## src/core/spr_map.svh

```systemverilog
// Purpose: Offsets, fields, resets and timing counts of the sync port receive framer.
// Assumes: 200 MHz core clock, Avalon-MM register bus with 32-bit data.
// Notes: Included by the rate generator, the framer and the bench; the package does not include it.
// Contract
// - Synchronous data travels as 8-bit characters clocked by an outside bit clock.
// - Sender changes bits on rising clock edge; receiver samples on falling edge.
// - Framing mode off selects character synchronisation from idle.
// - Framing mode on selects bit synchronisation from idle.
// - Character mode locks byte boundary on ASCII SYN 16 hex.
// - Character mode also locks on a configured EBCDIC SYN value.
// - Bit mode locks byte boundary on HDLC flag 7E hex.
// - Two independent internal rate clocks, each set by a three-bit field.
// - Port rate selectable 150 to 19200 bps in eight steps or external.
// - Per-port receive and transmit selectors pick clock A, clock B or external.
// - Output choice and pin enables decide which rate clock drives which line.
// - After lock every 8 bits form a character; leading SYNs are dropped.
// - Character mode ends block on ETX or DLE ETX (7 bits), passes two more.
// - DCD deassertion ends the current transmission in every mode.
`ifndef SPR_MAP_SVH
`define SPR_MAP_SVH

// ======================================================================
// Register map
`define SPR_REG_CTRL 5'h00
`define SPR_REG_CLK 5'h04
`define SPR_REG_STAT 5'h08
`define SPR_REG_RXD 5'h0C
// ======================================================================
// Field positions
`define SPR_CTRL_MODE 0
`define SPR_CTRL_DLE 1
`define SPR_CTRL_EBC_LO 8
`define SPR_CLK_RATE_A_LO 0
`define SPR_CLK_RATE_B_LO 3
`define SPR_CLK_HRX_LO 6
`define SPR_CLK_HTX_LO 8
`define SPR_CLK_TRX_LO 10
`define SPR_CLK_TTX_LO 12
`define SPR_CLK_OUT_CHOICE 14
`define SPR_CLK_PIN_A 15
`define SPR_CLK_PIN_B 16
`define SPR_CLK_PIN_C 17
`define SPR_RXD_VALID 8
// ======================================================================
// Reset values
`define SPR_CTRL_RST 32'h0000_1600
`define SPR_CLK_RST 32'h0000_2A3F
// ======================================================================
// Character codes
`define SPR_ASCII_SYN 8'h16
`define SPR_HDLC_FLAG 8'h7E
`define SPR_ABORT_IDLE 8'hFF
`define SPR_ETX 7'h03
`define SPR_DLE 7'h10
// ======================================================================
// Timing
`define SPR_CLK_HZ 200000000
`define SPR_TOP_BPS 19200
`define SPR_TOP_HALF (`SPR_CLK_HZ / (2 * `SPR_TOP_BPS))

`endif

```

## src/core/spr_pkg.sv

```systemverilog
// Purpose: Types shared by the sync port receive framer files.
// Assumes: Constants live in spr_map.svh.
// Notes: Nothing here is imported; users write spr_pkg::name.
package spr_pkg;

	typedef enum logic [2:0] {
		SPR_HUNT  = 3'b001,
		SPR_DATA  = 3'b010,
		SPR_TRAIL = 3'b100
	} spr_state_t;

	// Clock source selector codes.
	typedef enum logic [1:0] {
		SPR_SRC_A   = 2'h0,
		SPR_SRC_B   = 2'h1,
		SPR_SRC_EXT = 2'h2,
		SPR_SRC_OFF = 2'h3
	} spr_src_t;

	typedef struct packed {
		logic       valid;
		logic [7:0] data;
	} spr_char_t;

endpackage : spr_pkg

```

## src/core/spr_rate_gen.sv

```systemverilog
// Purpose: One internal rate clock with eight settable rates.
// Assumes: top_half_in is the half period, in core cycles, of the fastest rate.
// Notes: Each step down halves the rate, so the half period doubles.
`timescale 1ns/1ps
`include "spr_map.svh"

module spr_rate_gen #(
	parameter int CNT_W = 20
) (
	// Clock and reset
	input  wire logic             clk_in,
	input  wire logic             rst_in,
	// Setting
	input  wire logic [2:0]       rate_sel_in,
	input  wire logic [CNT_W-1:0] top_half_in,
	// Rate clock
	output logic                  rate_clk_out
);

	logic [CNT_W-1:0] cnt_q;
	logic [CNT_W-1:0] limit;

	// Setting 7 is the fastest rate, setting 0 the slowest.
	assign limit = CNT_W'((top_half_in << (3'd7 - rate_sel_in)) - 1'b1);

	// ======================================================================
	// Divider
	always_ff @(posedge clk_in or posedge rst_in) begin
		if (rst_in) begin
			cnt_q        <= '0;
			rate_clk_out <= 1'b0;
		end else if (cnt_q >= limit) begin
			cnt_q        <= '0;
			rate_clk_out <= ~rate_clk_out;
		end else begin
			cnt_q <= cnt_q + 1'b1;
		end
	end
endmodule : spr_rate_gen

```

## src/core/spr_rx_framer.sv

```systemverilog
// Purpose: Sync port receive framer with rate clocks and clock routing.
// Assumes: Port pins are asynchronous to clk_in; bus master follows Avalon-MM.
// Notes: Data is taken LSB first; sampled on the falling edge of the receive clock.
//
// Decided for this implementation: the register offsets and the Avalon-MM slave port.
`timescale 1ns/1ps
`include "spr_map.svh"

module spr_rx_framer #(
	parameter int CNT_W    = 20,
	parameter int TOP_HALF = `SPR_TOP_HALF
) (
	// Clock and reset
	input  wire logic        clk_in,
	input  wire logic        rst_in,
	// Avalon-MM slave
	input  wire logic [4:0]  avs_address_in,
	input  wire logic        avs_read_in,
	input  wire logic        avs_write_in,
	input  wire logic [31:0] avs_writedata_in,
	output logic [31:0]      avs_readdata_out,
	output logic             avs_waitrequest_out,
	// Synchronous port pins
	input  wire logic        term_rx_clk_in,
	input  wire logic        term_rx_data_in,
	input  wire logic        dcd_in,
	input  wire logic        host_rx_ext_clk_in,
	input  wire logic        host_tx_ext_clk_in,
	input  wire logic        term_tx_ext_clk_in,
	// Routed clocks
	output logic             host_rx_clk_out,
	output logic             host_tx_clk_out,
	output logic             term_tx_clk_out,
	output logic             clock_out_pin_a_out,
	output logic             clock_out_pin_b_out,
	output logic             clock_out_pin_c_out,
	// Received characters
	output logic [7:0]       rx_char_out,
	output logic             rx_char_stb_out
);

	// ======================================================================
	// Pin synchronisers
	localparam int NS = 6;
	logic [NS-1:0] pin_s1_q;
	logic [NS-1:0] pin_s2_q;
	logic          rxclk_prev_q;
	logic          dcd_prev_q;

	always_ff @(posedge clk_in or posedge rst_in) begin
		if (rst_in) begin
			pin_s1_q <= '0;
			pin_s2_q <= '0;
		end else begin
			pin_s1_q <= {term_tx_ext_clk_in, host_tx_ext_clk_in, host_rx_ext_clk_in,
			             dcd_in, term_rx_data_in, term_rx_clk_in};
			pin_s2_q <= pin_s1_q;
		end
	end

	// ======================================================================
	// Configuration registers
	logic [31:0] ctrl_q;
	logic [31:0] clkcfg_q;
	logic        framing_mode_select;
	logic [7:0]  ebcdic_syn;
	logic        dle_etx_en;
	logic [1:0]  term_rx_clock_source_sel;

	assign framing_mode_select      = ctrl_q[`SPR_CTRL_MODE];
	assign dle_etx_en               = ctrl_q[`SPR_CTRL_DLE];
	assign ebcdic_syn               = ctrl_q[`SPR_CTRL_EBC_LO +: 8];
	assign term_rx_clock_source_sel = clkcfg_q[`SPR_CLK_TRX_LO +: 2];

	// ======================================================================
	// Internal rate clocks
	logic internal_rate_clock_a;
	logic internal_rate_clock_b;

	spr_rate_gen #(.CNT_W(CNT_W)) spr_rate_gen_inst (
		.clk_in      (clk_in),
		.rst_in      (rst_in),
		.rate_sel_in (clkcfg_q[`SPR_CLK_RATE_A_LO +: 3]),
		.top_half_in (CNT_W'(TOP_HALF)),
		.rate_clk_out(internal_rate_clock_a)
	);

	spr_rate_gen #(.CNT_W(CNT_W)) spr_rate_gen_b_inst (
		.clk_in      (clk_in),
		.rst_in      (rst_in),
		.rate_sel_in (clkcfg_q[`SPR_CLK_RATE_B_LO +: 3]),
		.top_half_in (CNT_W'(TOP_HALF)),
		.rate_clk_out(internal_rate_clock_b)
	);

	function automatic logic sel_clk(input logic [1:0] sel, input logic ext);
		case (spr_pkg::spr_src_t'(sel))
			spr_pkg::SPR_SRC_A:   sel_clk = internal_rate_clock_a;
			spr_pkg::SPR_SRC_B:   sel_clk = internal_rate_clock_b;
			spr_pkg::SPR_SRC_EXT: sel_clk = ext;
			default:              sel_clk = 1'b0;
		endcase
	endfunction : sel_clk

	// ======================================================================
	// Clock routing
	logic chosen_out_clk;
	assign chosen_out_clk = clkcfg_q[`SPR_CLK_OUT_CHOICE] ? internal_rate_clock_b
	                                                      : internal_rate_clock_a;

	always_ff @(posedge clk_in or posedge rst_in) begin
		if (rst_in) begin
			host_rx_clk_out     <= 1'b0;
			host_tx_clk_out     <= 1'b0;
			term_tx_clk_out     <= 1'b0;
			clock_out_pin_a_out <= 1'b0;
			clock_out_pin_b_out <= 1'b0;
			clock_out_pin_c_out <= 1'b0;
		end else begin
			host_rx_clk_out     <= sel_clk(clkcfg_q[`SPR_CLK_HRX_LO +: 2], pin_s2_q[3]);
			host_tx_clk_out     <= sel_clk(clkcfg_q[`SPR_CLK_HTX_LO +: 2], pin_s2_q[4]);
			term_tx_clk_out     <= sel_clk(clkcfg_q[`SPR_CLK_TTX_LO +: 2], pin_s2_q[5]);
			clock_out_pin_a_out <= clkcfg_q[`SPR_CLK_PIN_A] & chosen_out_clk;
			clock_out_pin_b_out <= clkcfg_q[`SPR_CLK_PIN_B] & chosen_out_clk;
			clock_out_pin_c_out <= clkcfg_q[`SPR_CLK_PIN_C] & chosen_out_clk;
		end
	end

	// ======================================================================
	// Bit sampling
	logic rxclk_now;
	logic bit_fire;
	logic dcd_fall;

	assign rxclk_now = sel_clk(term_rx_clock_source_sel, pin_s2_q[0]);
	assign bit_fire  = rxclk_prev_q & ~rxclk_now;
	assign dcd_fall  = dcd_prev_q & ~pin_s2_q[2];

	always_ff @(posedge clk_in or posedge rst_in) begin
		if (rst_in) begin
			rxclk_prev_q <= 1'b0;
			dcd_prev_q   <= 1'b0;
		end else begin
			rxclk_prev_q <= rxclk_now;
			dcd_prev_q   <= pin_s2_q[2];
		end
	end

	// ======================================================================
	// Framer
	spr_pkg::spr_state_t st_q;
	logic [7:0]          sh_q;
	logic [7:0]          sh_d;
	logic [2:0]          bitcnt_q;
	logic                leading_q;
	logic                trail_q;
	logic [6:0]          prev7_q;
	logic                byte_done;
	logic                hunt_hit;
	logic                etx_hit;
	logic                end_flag;
	logic                emit;

	function automatic logic is_sync(input logic [7:0] c);
		if (framing_mode_select) begin
			is_sync = (c == `SPR_HDLC_FLAG);
		end else begin
			is_sync = (c == `SPR_ASCII_SYN) || (c == ebcdic_syn);
		end
	endfunction : is_sync

	// New bit enters at the top: the line carries the least significant bit first.
	assign sh_d      = {pin_s2_q[1], sh_q[7:1]};
	assign hunt_hit  = bit_fire && (st_q == spr_pkg::SPR_HUNT) && is_sync(sh_d);
	assign byte_done = bit_fire && (st_q != spr_pkg::SPR_HUNT) && (bitcnt_q == 3'd7);
	assign etx_hit   = (sh_d[6:0] == `SPR_ETX) && (!dle_etx_en || prev7_q == `SPR_DLE);
	assign end_flag  = framing_mode_select && !leading_q &&
	                   (sh_d == `SPR_HDLC_FLAG || sh_d == `SPR_ABORT_IDLE);
	assign emit      = byte_done && !(leading_q && is_sync(sh_d)) && !end_flag;

	always_ff @(posedge clk_in or posedge rst_in) begin
		if (rst_in) begin
			st_q      <= spr_pkg::SPR_HUNT;
			sh_q      <= 8'hFF;
			bitcnt_q  <= 3'd0;
			leading_q <= 1'b1;
			trail_q   <= 1'b0;
			prev7_q   <= 7'h00;
		end else if (dcd_fall) begin
			st_q      <= spr_pkg::SPR_HUNT;
			leading_q <= 1'b1;
		end else if (bit_fire) begin
			sh_q     <= sh_d;
			bitcnt_q <= (st_q == spr_pkg::SPR_HUNT) ? 3'd0 : bitcnt_q + 3'd1;
			case (st_q)
				spr_pkg::SPR_HUNT: begin
					if (hunt_hit) begin
						st_q      <= spr_pkg::SPR_DATA;
						leading_q <= 1'b1;
						prev7_q   <= 7'h00;
					end
				end
				spr_pkg::SPR_DATA: begin
					if (byte_done && !(leading_q && is_sync(sh_d))) begin
						leading_q <= 1'b0;
						prev7_q   <= sh_d[6:0];
						if (end_flag) begin
							st_q <= spr_pkg::SPR_HUNT;
						end else if (!framing_mode_select && etx_hit) begin
							st_q    <= spr_pkg::SPR_TRAIL;
							trail_q <= 1'b0;
						end
					end
				end
				spr_pkg::SPR_TRAIL: begin
					if (byte_done) begin
						trail_q <= 1'b1;
						if (trail_q) begin
							st_q      <= spr_pkg::SPR_HUNT;
							leading_q <= 1'b1;
						end
					end
				end
				default: st_q <= spr_pkg::SPR_HUNT;
			endcase
		end
	end

	// ======================================================================
	// Character output
	spr_pkg::spr_char_t rxd_q;
	logic               rxd_read;

	always_ff @(posedge clk_in or posedge rst_in) begin
		if (rst_in) begin
			rx_char_out     <= 8'h00;
			rx_char_stb_out <= 1'b0;
		end else begin
			rx_char_stb_out <= emit;
			if (emit) begin
				rx_char_out <= sh_d;
			end
		end
	end

	// A new character in the same cycle as a read keeps the valid flag set.
	always_ff @(posedge clk_in or posedge rst_in) begin
		if (rst_in) begin
			rxd_q <= '0;
		end else if (emit) begin
			rxd_q <= '{valid: 1'b1, data: sh_d};
		end else if (rxd_read) begin
			rxd_q.valid <= 1'b0;
		end
	end

	// ======================================================================
	// Avalon-MM slave: every access completes one cycle after it is seen.
	logic acc_done;
	assign acc_done = (avs_read_in || avs_write_in) && !avs_waitrequest_out;
	assign rxd_read = acc_done && avs_read_in && (avs_address_in == `SPR_REG_RXD);

	always_ff @(posedge clk_in or posedge rst_in) begin
		if (rst_in) begin
			avs_waitrequest_out <= 1'b1;
			avs_readdata_out    <= 32'h0000_0000;
		end else if ((avs_read_in || avs_write_in) && avs_waitrequest_out) begin
			avs_waitrequest_out <= 1'b0;
			case (avs_address_in)
				`SPR_REG_CTRL: avs_readdata_out <= ctrl_q;
				`SPR_REG_CLK:  avs_readdata_out <= clkcfg_q;
				`SPR_REG_STAT: avs_readdata_out <= {27'h0, rxd_q.valid, pin_s2_q[2], st_q};
				`SPR_REG_RXD:  avs_readdata_out <= {23'h0, rxd_q.valid, rxd_q.data};
				default:       avs_readdata_out <= 32'h0000_0000;
			endcase
		end else begin
			avs_waitrequest_out <= 1'b1;
		end
	end

	always_ff @(posedge clk_in or posedge rst_in) begin
		if (rst_in) begin
			ctrl_q   <= `SPR_CTRL_RST;
			clkcfg_q <= `SPR_CLK_RST;
		end else if (acc_done && avs_write_in) begin
			if (avs_address_in == `SPR_REG_CTRL) begin
				ctrl_q <= avs_writedata_in & 32'h0000_FF03;
			end
			if (avs_address_in == `SPR_REG_CLK) begin
				clkcfg_q <= avs_writedata_in & 32'h0003_FFFF;
			end
		end
	end
endmodule : spr_rx_framer

```

## config.mk

```make
export PLATFORM = sky130hd
export DESIGN_NAME = spr_rx_framer
export DESIGN_NICKNAME = d
export VERILOG_FILES = /design/src/core/spr_pkg.sv /design/src/core/spr_rate_gen.sv /design/src/core/spr_rx_framer.sv
export VERILOG_INCLUDE_DIRS = /design/src /design/src/core
export SDC_FILE = /design/constraint.sdc
export NUM_CORES = 1
export LEC_CHECK = 0
export BUFFER_PORTS_ARGS = -buffer_cell sky130_fd_sc_hd__buf_4
export CAP_MARGIN = 20
export CORE_MARGIN = 2
export CORE_UTILIZATION = 40
export DETAILED_ROUTE_END_ITERATION = 8
export GPL_ROUTABILITY_DRIVEN = 0
export GPL_TIMING_DRIVEN = 0
export PLACE_DENSITY_LB_ADDON = 0.2
export SETUP_SLACK_MARGIN = 0.3
export SKIP_LAST_GASP = 1
export SLEW_MARGIN = 40
export SYNTH_ARGS = -nofsm -noshare
export SYNTH_HDL_FRONTEND = slang
export SYNTH_HIERARCHICAL = 1
export SYNTH_SLANG_ARGS = --single-unit
```

## constraint.sdc

```tcl
create_clock -name clk_in -period 3.6 [get_ports clk_in]
set_input_delay 0.18 -clock clk_in [delete_from_list [all_inputs] [get_ports clk_in]]
set_output_delay 0.18 -clock clk_in [all_outputs]
set_load 0.005 [all_outputs]
```

* Yosys cells after proc, flatten, opt, wreduce, memory -nomap -nowiden
Cells that the tools add are included.
** Word-level totals
- Register bits after elaboration :: 156
- Input port bits :: 47
- Logic and storage cells :: 166
** Operators by class
- Add/sub/neg operators :: 7
- Order comparisons :: 2
- Eq/ne operators :: 32
- Shift operators :: 2
- Mux-type cells :: 40
- Bitwise gates (word level) :: 10
- Reductions and logical operators :: 46
** Operator list (count)
- 18-bit one-hot mux with 4 select lines :: 1
- 20-bit by 1-bit adder with 20-bit output, second input constant :: 2
- 20-bit >= comparator :: 2
- 20-bit 2-to-1 mux :: 2
- 13-bit by 3-bit << shifter with 20-bit output, first input constant :: 2
- 20-bit by 1-bit subtractor with 20-bit output, second input constant :: 2
- 3-bit 2-to-1 mux :: 9
- 1-bit logical AND :: 18
- 1-bit 2-to-1 mux :: 18
- 1-bit one-hot mux with 3 select lines :: 5
- 7-bit 2-to-1 mux :: 2
- 7-bit one-hot mux with 2 select lines :: 1
- 3-bit != test, second input constant :: 4
- 6-bit AND reduction :: 2
- 5-bit by 4-bit equality test with 1-bit output, second input constant :: 2
- 2-bit != test, second input constant :: 5
- 3-bit one-hot mux with 3 select lines :: 1
- 2-bit by 1-bit equality test with 1-bit output, second input constant :: 4
- 2-bit equality test, second input constant :: 4
- 8-bit by 5-bit equality test with 1-bit output, second input constant :: 1
- 8-bit by 7-bit equality test with 1-bit output, second input constant :: 1
- 8-bit equality test :: 1
- 8-bit equality test, second input constant :: 1
- 2-bit zero test :: 4
- other kinds (21) :: 45

* Logic depth before layout (Yosys ltp)
- Depth in word-level cells :: 13
- Depth in mapped cells :: 17

* Hierarchy
Netlist, hierarchy kept.
** By module, submodules not included
- spr_rx_framer :: instances 1, cells each 381, area an instance 4543.1 µm², sequential area each 2504.9 µm²
- spr_rate_gen at spr_rate_gen_inst :: instances 1, cells each 316, area an instance 2760.1 µm², sequential area each 525.5 µm²
- spr_rate_gen at spr_rate_gen_b_inst :: instances 1, cells each 318, area an instance 2678.8 µm², sequential area each 525.5 µm²

* Least setup slack after synthesis
Ideal clock, no wire load.
- Path kind :: flip-flop to flip-flop
- Start :: reg clkcfg_q[4]
- End :: reg spr_rate_gen_b_inst.cnt_q[11]
- Arrival time :: 3.783 ns
- Required time :: 3.468 ns
- Slack :: -0.315 ns
- Stages on the path, launching flop included :: 16
- Path buffers :: 3
- Period minus slack after synthesis :: 3.915 ns
- Cells stage by stage :: dfstp_2 -> buf_2 -> buf_1 -> mux2i_1 -> nand2_1 -> o32a_1 -> nor3_2 -> nand4b_4 -> or3_1 -> a211o_1 -> ha_1 -> nand4_1 -> a211oi_1 -> a21o_1 -> clkbuf_1 -> nor2_1
** Between the ends
- Cells in the longest elaborated chain, start to end :: 5
** RTL lines
- start: declaration :: line spr_rx_framer.sv:64 : logic [31:0] clkcfg_q;
- start signal: assignment :: line spr_rx_framer.sv:284 : clkcfg_q <= `SPR_CLK_RST;
- start signal: assignment :: line spr_rx_framer.sv:290 : clkcfg_q <= avs_writedata_in & 32'h0003_FFFF;
- 3-bit subtractor :: line spr_rate_gen.sv:24 : assign limit = CNT_W'((top_half_in << (3'd7 - rate_sel_in)) - 1'b1);
- 13-bit by 3-bit << shifter with 20-bit output :: line spr_rate_gen.sv:24
- 20-bit by 1-bit subtractor with 20-bit output :: line spr_rate_gen.sv:24
- 20-bit >= comparator :: line spr_rate_gen.sv:32 : end else if (cnt_q >= limit) begin
- 20-bit 2-to-1 mux :: line spr_rate_gen.sv:32
- end signal: assignment :: line spr_rate_gen.sv:36 : cnt_q <= cnt_q + 1'b1;
- end: declaration :: line spr_rate_gen.sv:20 : logic [CNT_W-1:0] cnt_q;
Every way passes these cells.
A chain may end at the register's enable or synchronous reset.

* Worst setup path after layout
- Start :: reg clkcfg_q[4]
- End :: reg spr_rate_gen_b_inst.rate_clk_out
** Between the ends
- Cells in the longest elaborated chain, start to end :: 4
** RTL lines
- 3-bit subtractor :: line spr_rate_gen.sv:24
- 13-bit by 3-bit << shifter with 20-bit output :: line spr_rate_gen.sv:24
- 20-bit by 1-bit subtractor with 20-bit output :: line spr_rate_gen.sv:24
- 20-bit >= comparator :: line spr_rate_gen.sv:32
- end signal: assignment :: line spr_rate_gen.sv:34 : rate_clk_out <= ~rate_clk_out;
- end: declaration :: line spr_rate_gen.sv:17 : output logic rate_clk_out
Every way passes these cells.

==> results.sh <==
export IMPL_synth_top_family_by_area="multiplexers"
export IMPL_swShare_pct=33.29
export IMPL_setup_viol=22
export IMPL_hold_start="avs_writedata_in[3]"
export IMPL_synth_compound_area_share_pct=12.87
export IMPL_pwr_share_comb_pct=32.5
export IMPL_leakage_nw=5.981
export IMPL_dieArea_sq_um=26230
export IMPL_yosys_area_top_type_share_pct=29.83
export IMPL_grt_max_degree=56
export IMPL_timing_hold_ws_ns=0.01956
export IMPL_synth_edf_count=0
export IMPL_hold_viol_final=0
export IMPL_regToRegStartpoint="clkcfg_q[4]"
export IMPL_post_drt_via_cell_ratio=5.060
export IMPL_synth_xor_area_share_pct=6.668
export IMPL_fmax_mhz=271.2
export IMPL_chipHeight_um=162.0
export IMPL_drtAntennaViolNets=0
export IMPL_status="complete, but fails checks"
export IMPL_synthArstFlopShare_pct=100.0
export IMPL_critPathSlowestCell="dfstp_2"
export IMPL_ys_seq_elements=141
export IMPL_yosys_top_cells_area="dfrtp_1 30%, mux2i_1 7.0%, mux2_2 6.5%, dfstp_2 5.8%, ha_1 5.5%"
export IMPL_hold_class="in -> reg"
export IMPL_fin_crit_ns=3.687
export IMPL_cts_root_buf="clkbuf_16"
export IMPL_io_buffers=66
export IMPL_yosysWarningCount=6
export IMPL_drc_errors=0
export IMPL_initial_core_util_pct=40.93
export IMPL_path_cells="buf_6 -> buf_8 -> mux2_4 -> o32a_1 -> nor3_4 -> nand4b_4 -> or3_1 -> o211ai_1 -> ha_1 -> a21o_1 -> a21oi_2 -> o21ai_1 -> a21o_2 -> buf_4 -> xor2_1"
export IMPL_synthAdderAreaFrac_pct=5.515
export IMPL_nNetsFinal=1391
export IMPL_ff2ff_setup_slack_ns=-0.09
export IMPL_die_w_um=162.0
export IMPL_worst_pin_slew_ns=0.8961
export IMPL_max_stage_delay_ns=0.54
export IMPL_crit_path_start_kind="register"
export IMPL_power_density_nw_per_um2=421.2
export IMPL_crit_arrival_ns=3.98
export IMPL_area_growth_syn_to_layout_pct=31.95
export IMPL_p_clk_share_pct=33.1
export IMPL_vias=8284
export IMPL_slew_headroom_pct=39.71
export IMPL_power_mw=5.548
export IMPL_crit_type="reg -> reg"
export IMPL_grt_overflow_total=0
export IMPL_crit_path_start="clkcfg_q[4]"
export IMPL_avgSynthCellArea_sq_um=9.835
export IMPL_yosys_area_share_simple_pct=16.42
export IMPL_required_ns=3.89
export IMPL_cp_top_family="compound AO/OA/AOI/OAI gates"
export IMPL_core_rowCount=57
export IMPL_clk_path_buf_depth=2
export IMPL_cts_sinks=141
export IMPL_setup_ws_ns=-0.08674
export IMPL_wl_um=25190
export IMPL_power_frac_seq_pct=34.4
export IMPL_muxShareOfSynthArea_pct=17.51
export IMPL_fin_area_sq_um=13170
export IMPL_power_switching_mw=1.847
export IMPL_grt_usage_pct=19.89
export IMPL_num_antenna_cells=0
export IMPL_synth_cell_types=91
export IMPL_grt_first_pass_wirelength_um=41880
export IMPL_cts_tree="yes"
export IMPL_max_cap_violations=0
export IMPL_synth_cell_area_sq_um=9982
export IMPL_synth_largest_area_cell="dfrtp_1"
export IMPL_cts_max_level=4
export IMPL_cp_end_kind="register"
export IMPL_cp_num_buf_inv=3
export IMPL_wire_per_inst_um=15.39
export IMPL_ys_top_cells_by_count="119 x dfrtp_1, 104 x nand2_1, 88 x nor2_1, 70 x mux2i_1, 58 x mux2_2"
export IMPL_grt_pass1_vias=8178
export IMPL_drive_gt1_share_pct=29.02
export IMPL_drtPass1Iterations=5
export IMPL_synthCells=1015
export IMPL_dp_hpwl_um=17820
export IMPL_cts_buffers_inserted=17
export IMPL_placed_cell_area_sq_um=11470
export IMPL_synth_ff_type="dfrtp_1"
export IMPL_fill_cells=2228
export IMPL_yosysSeqAreaShare_pct=35.62
export IMPL_p_int_mw=3.701
export IMPL_clkTransAtPathRegs_ns=0.06
export IMPL_clkLatencyLatePin_ns=0.42
export IMPL_violations="setup timing"
export IMPL_drt_initial_drc_count=355
export IMPL_core_sq_um=24390
export IMPL_ir_worst_vdd_mv=0.3566
export IMPL_skew_ns=0.01247
export IMPL_io_pins=95
export IMPL_synth_most_common_cell="dfrtp_1"
export IMPL_period_share_pct=102.4
export IMPL_drv_slew=0
export IMPL_cp_max_fo=7
export IMPL_rsz0062_at_grt="yes"
export IMPL_antenna_found_initial=0
-- metal layers --
| layer | share of wire (%) | global-route usage [%] |
|---|---|---|
| met5 | 0 | 0 |
| met4 | 2.0 | 5.672 |
| met3 | 3.7 | 3.345 |
| met2 | 48 | 33.56 |
| met1 | 46 | 26.39 |
-- worst paths after layout --
kind,endpoint,depth (start not counted)
min,clkcfg_q[3],2
min reg2reg,pin_s2_q[4],0
max,spr_rate_gen_b_inst/rate_clk_out,15
max reg2reg,spr_rate_gen_b_inst/rate_clk_out,15
min in group asynchronous,avs_readdata_out[4],3
max in group asynchronous,clkcfg_q[0],4
-- power groups by stage --
stage / sequential [mW] / clock [mW] / combinational (mW)
after global placement: 1.93 / 0 / 1.52
after CTS: 1.91 / 1.87 / 1.74
final: 1.91 / 1.84 / 1.81
after global routing: 1.93 / 1.93 / 2.00
after detailed placement: 1.93 / 0 / 1.54
after floorplan: 1.88 / 0 / 1.23
-- logic make-up (layout without fill, tap and decap cells) --
logic type	after synthesis	after routing
AOI/OAI and AO/OA	181	181
xor gates and xnor gates	76	76
adders and majority gates	44	44
buffers and inverters	99	265
DFF	141	141
muxes	147	147
other	2	134
and+or+nand+nor	325	325
-- worst reg2reg max path, delay by kind of cell, from the launching register on --
| kind | cells | cell delay, ns |
|---|---|---|
| AOI/OAI and AO/OA | 6 | 1.09 |
| xor gates and xnor gates | 1 | 0.13 |
| adders and majority gates | 1 | 0.27 |
| buffers and inverters | 3 | 0.42 |
| DFF | 1 | 0.54 |
| muxes | 1 | 0.31 |
| and+or+nand+nor | 3 | 0.81 |
-- placed cells by master, fill, tap and decap left out, drive strengths merged, types with 6 or more instances in the layout --
cell type | netlist | routed
buf | 47 | 158
conb | 2 | 134
dfrtp | 119 | 119
nand2 | 105 | 105
nor2 | 88 | 88
mux2i | 71 | 71
mux2 | 63 | 63
o21ai | 52 | 52
ha | 44 | 44
clkbuf | 27 | 43
xnor2 | 38 | 38
xor2 | 38 | 38
a21oi | 31 | 31
inv | 24 | 31
nand3 | 24 | 24
dlygate4sd3 | 0 | 23
dfstp | 22 | 22
nand4 | 20 | 20
a21o | 19 | 19
a22oi | 15 | 15
mux4 | 13 | 13
nor3 | 12 | 12
a211oi | 11 | 11
nor2b | 10 | 10
and3 | 10 | 10
and2 | 9 | 9
nand3b | 8 | 8
nand2b | 6 | 6
and4 | 6 | 6
a221oi | 6 | 6
nor3b | 6 | 6
-- state kept, by name, summed over array words and instances (netlist names), 3 cells and up --
signal and cells:
pin_s2_q 6, clkcfg_q 18, avs_readdata_out 18, spr_rate_gen_inst/cnt_q 20, spr_rate_gen_b_inst/cnt_q 20, sh_q 7, ctrl_q 10, pin_s1_q 6
bitcnt_q 3, st_q 3, prev7_q 7, rxd_q 9
-- through the flow --
step	util, %	worst slack, ns	setup TNS (ns)	std cells
final	54.00	-0.08674	-1.270	1637
after global routing	54.00	-0.2702	-5.481	1637
after CTS	53.11	-0.1299	-2.391	1631
after detailed placement	47.02	-0.3797	-13.06	1538
after global placement	46.88	-0.4117	-42.62	1537
after floorplan	-	0.1429	0	1147
-- cell type report --
| class | instances | area [sq um] | area share [%] |
|---|---|---|---|
| buffer | 74 | 550.5 | 4.180 |
| clock buffer | 18 | 439.2 | 3.334 |
| clock inverter | 14 | 171.4 | 1.301 |
| inverter | 25 | 101.3 | 0.7694 |
| multi-input combinational | 907 | 6768 | 51.38 |
| sequential | 141 | 3556 | 27.00 |
| tap | 324 | 405.4 | 3.078 |
| timing repair buffer | 134 | 1180 | 8.958 |
-- repair_timing --
action | CTS | global route
hold buffers | 23 | 0
endpoints found under the setup margin | 42 | 42
resized for setup | 75 | 47
gates cloned | 6 | 0
endpoints found under the hold margin | 89 | 0
setup buffers | 32 | 6
pin swaps | 31 | 14
Note: power is estimated with default switching activity, not from simulation.
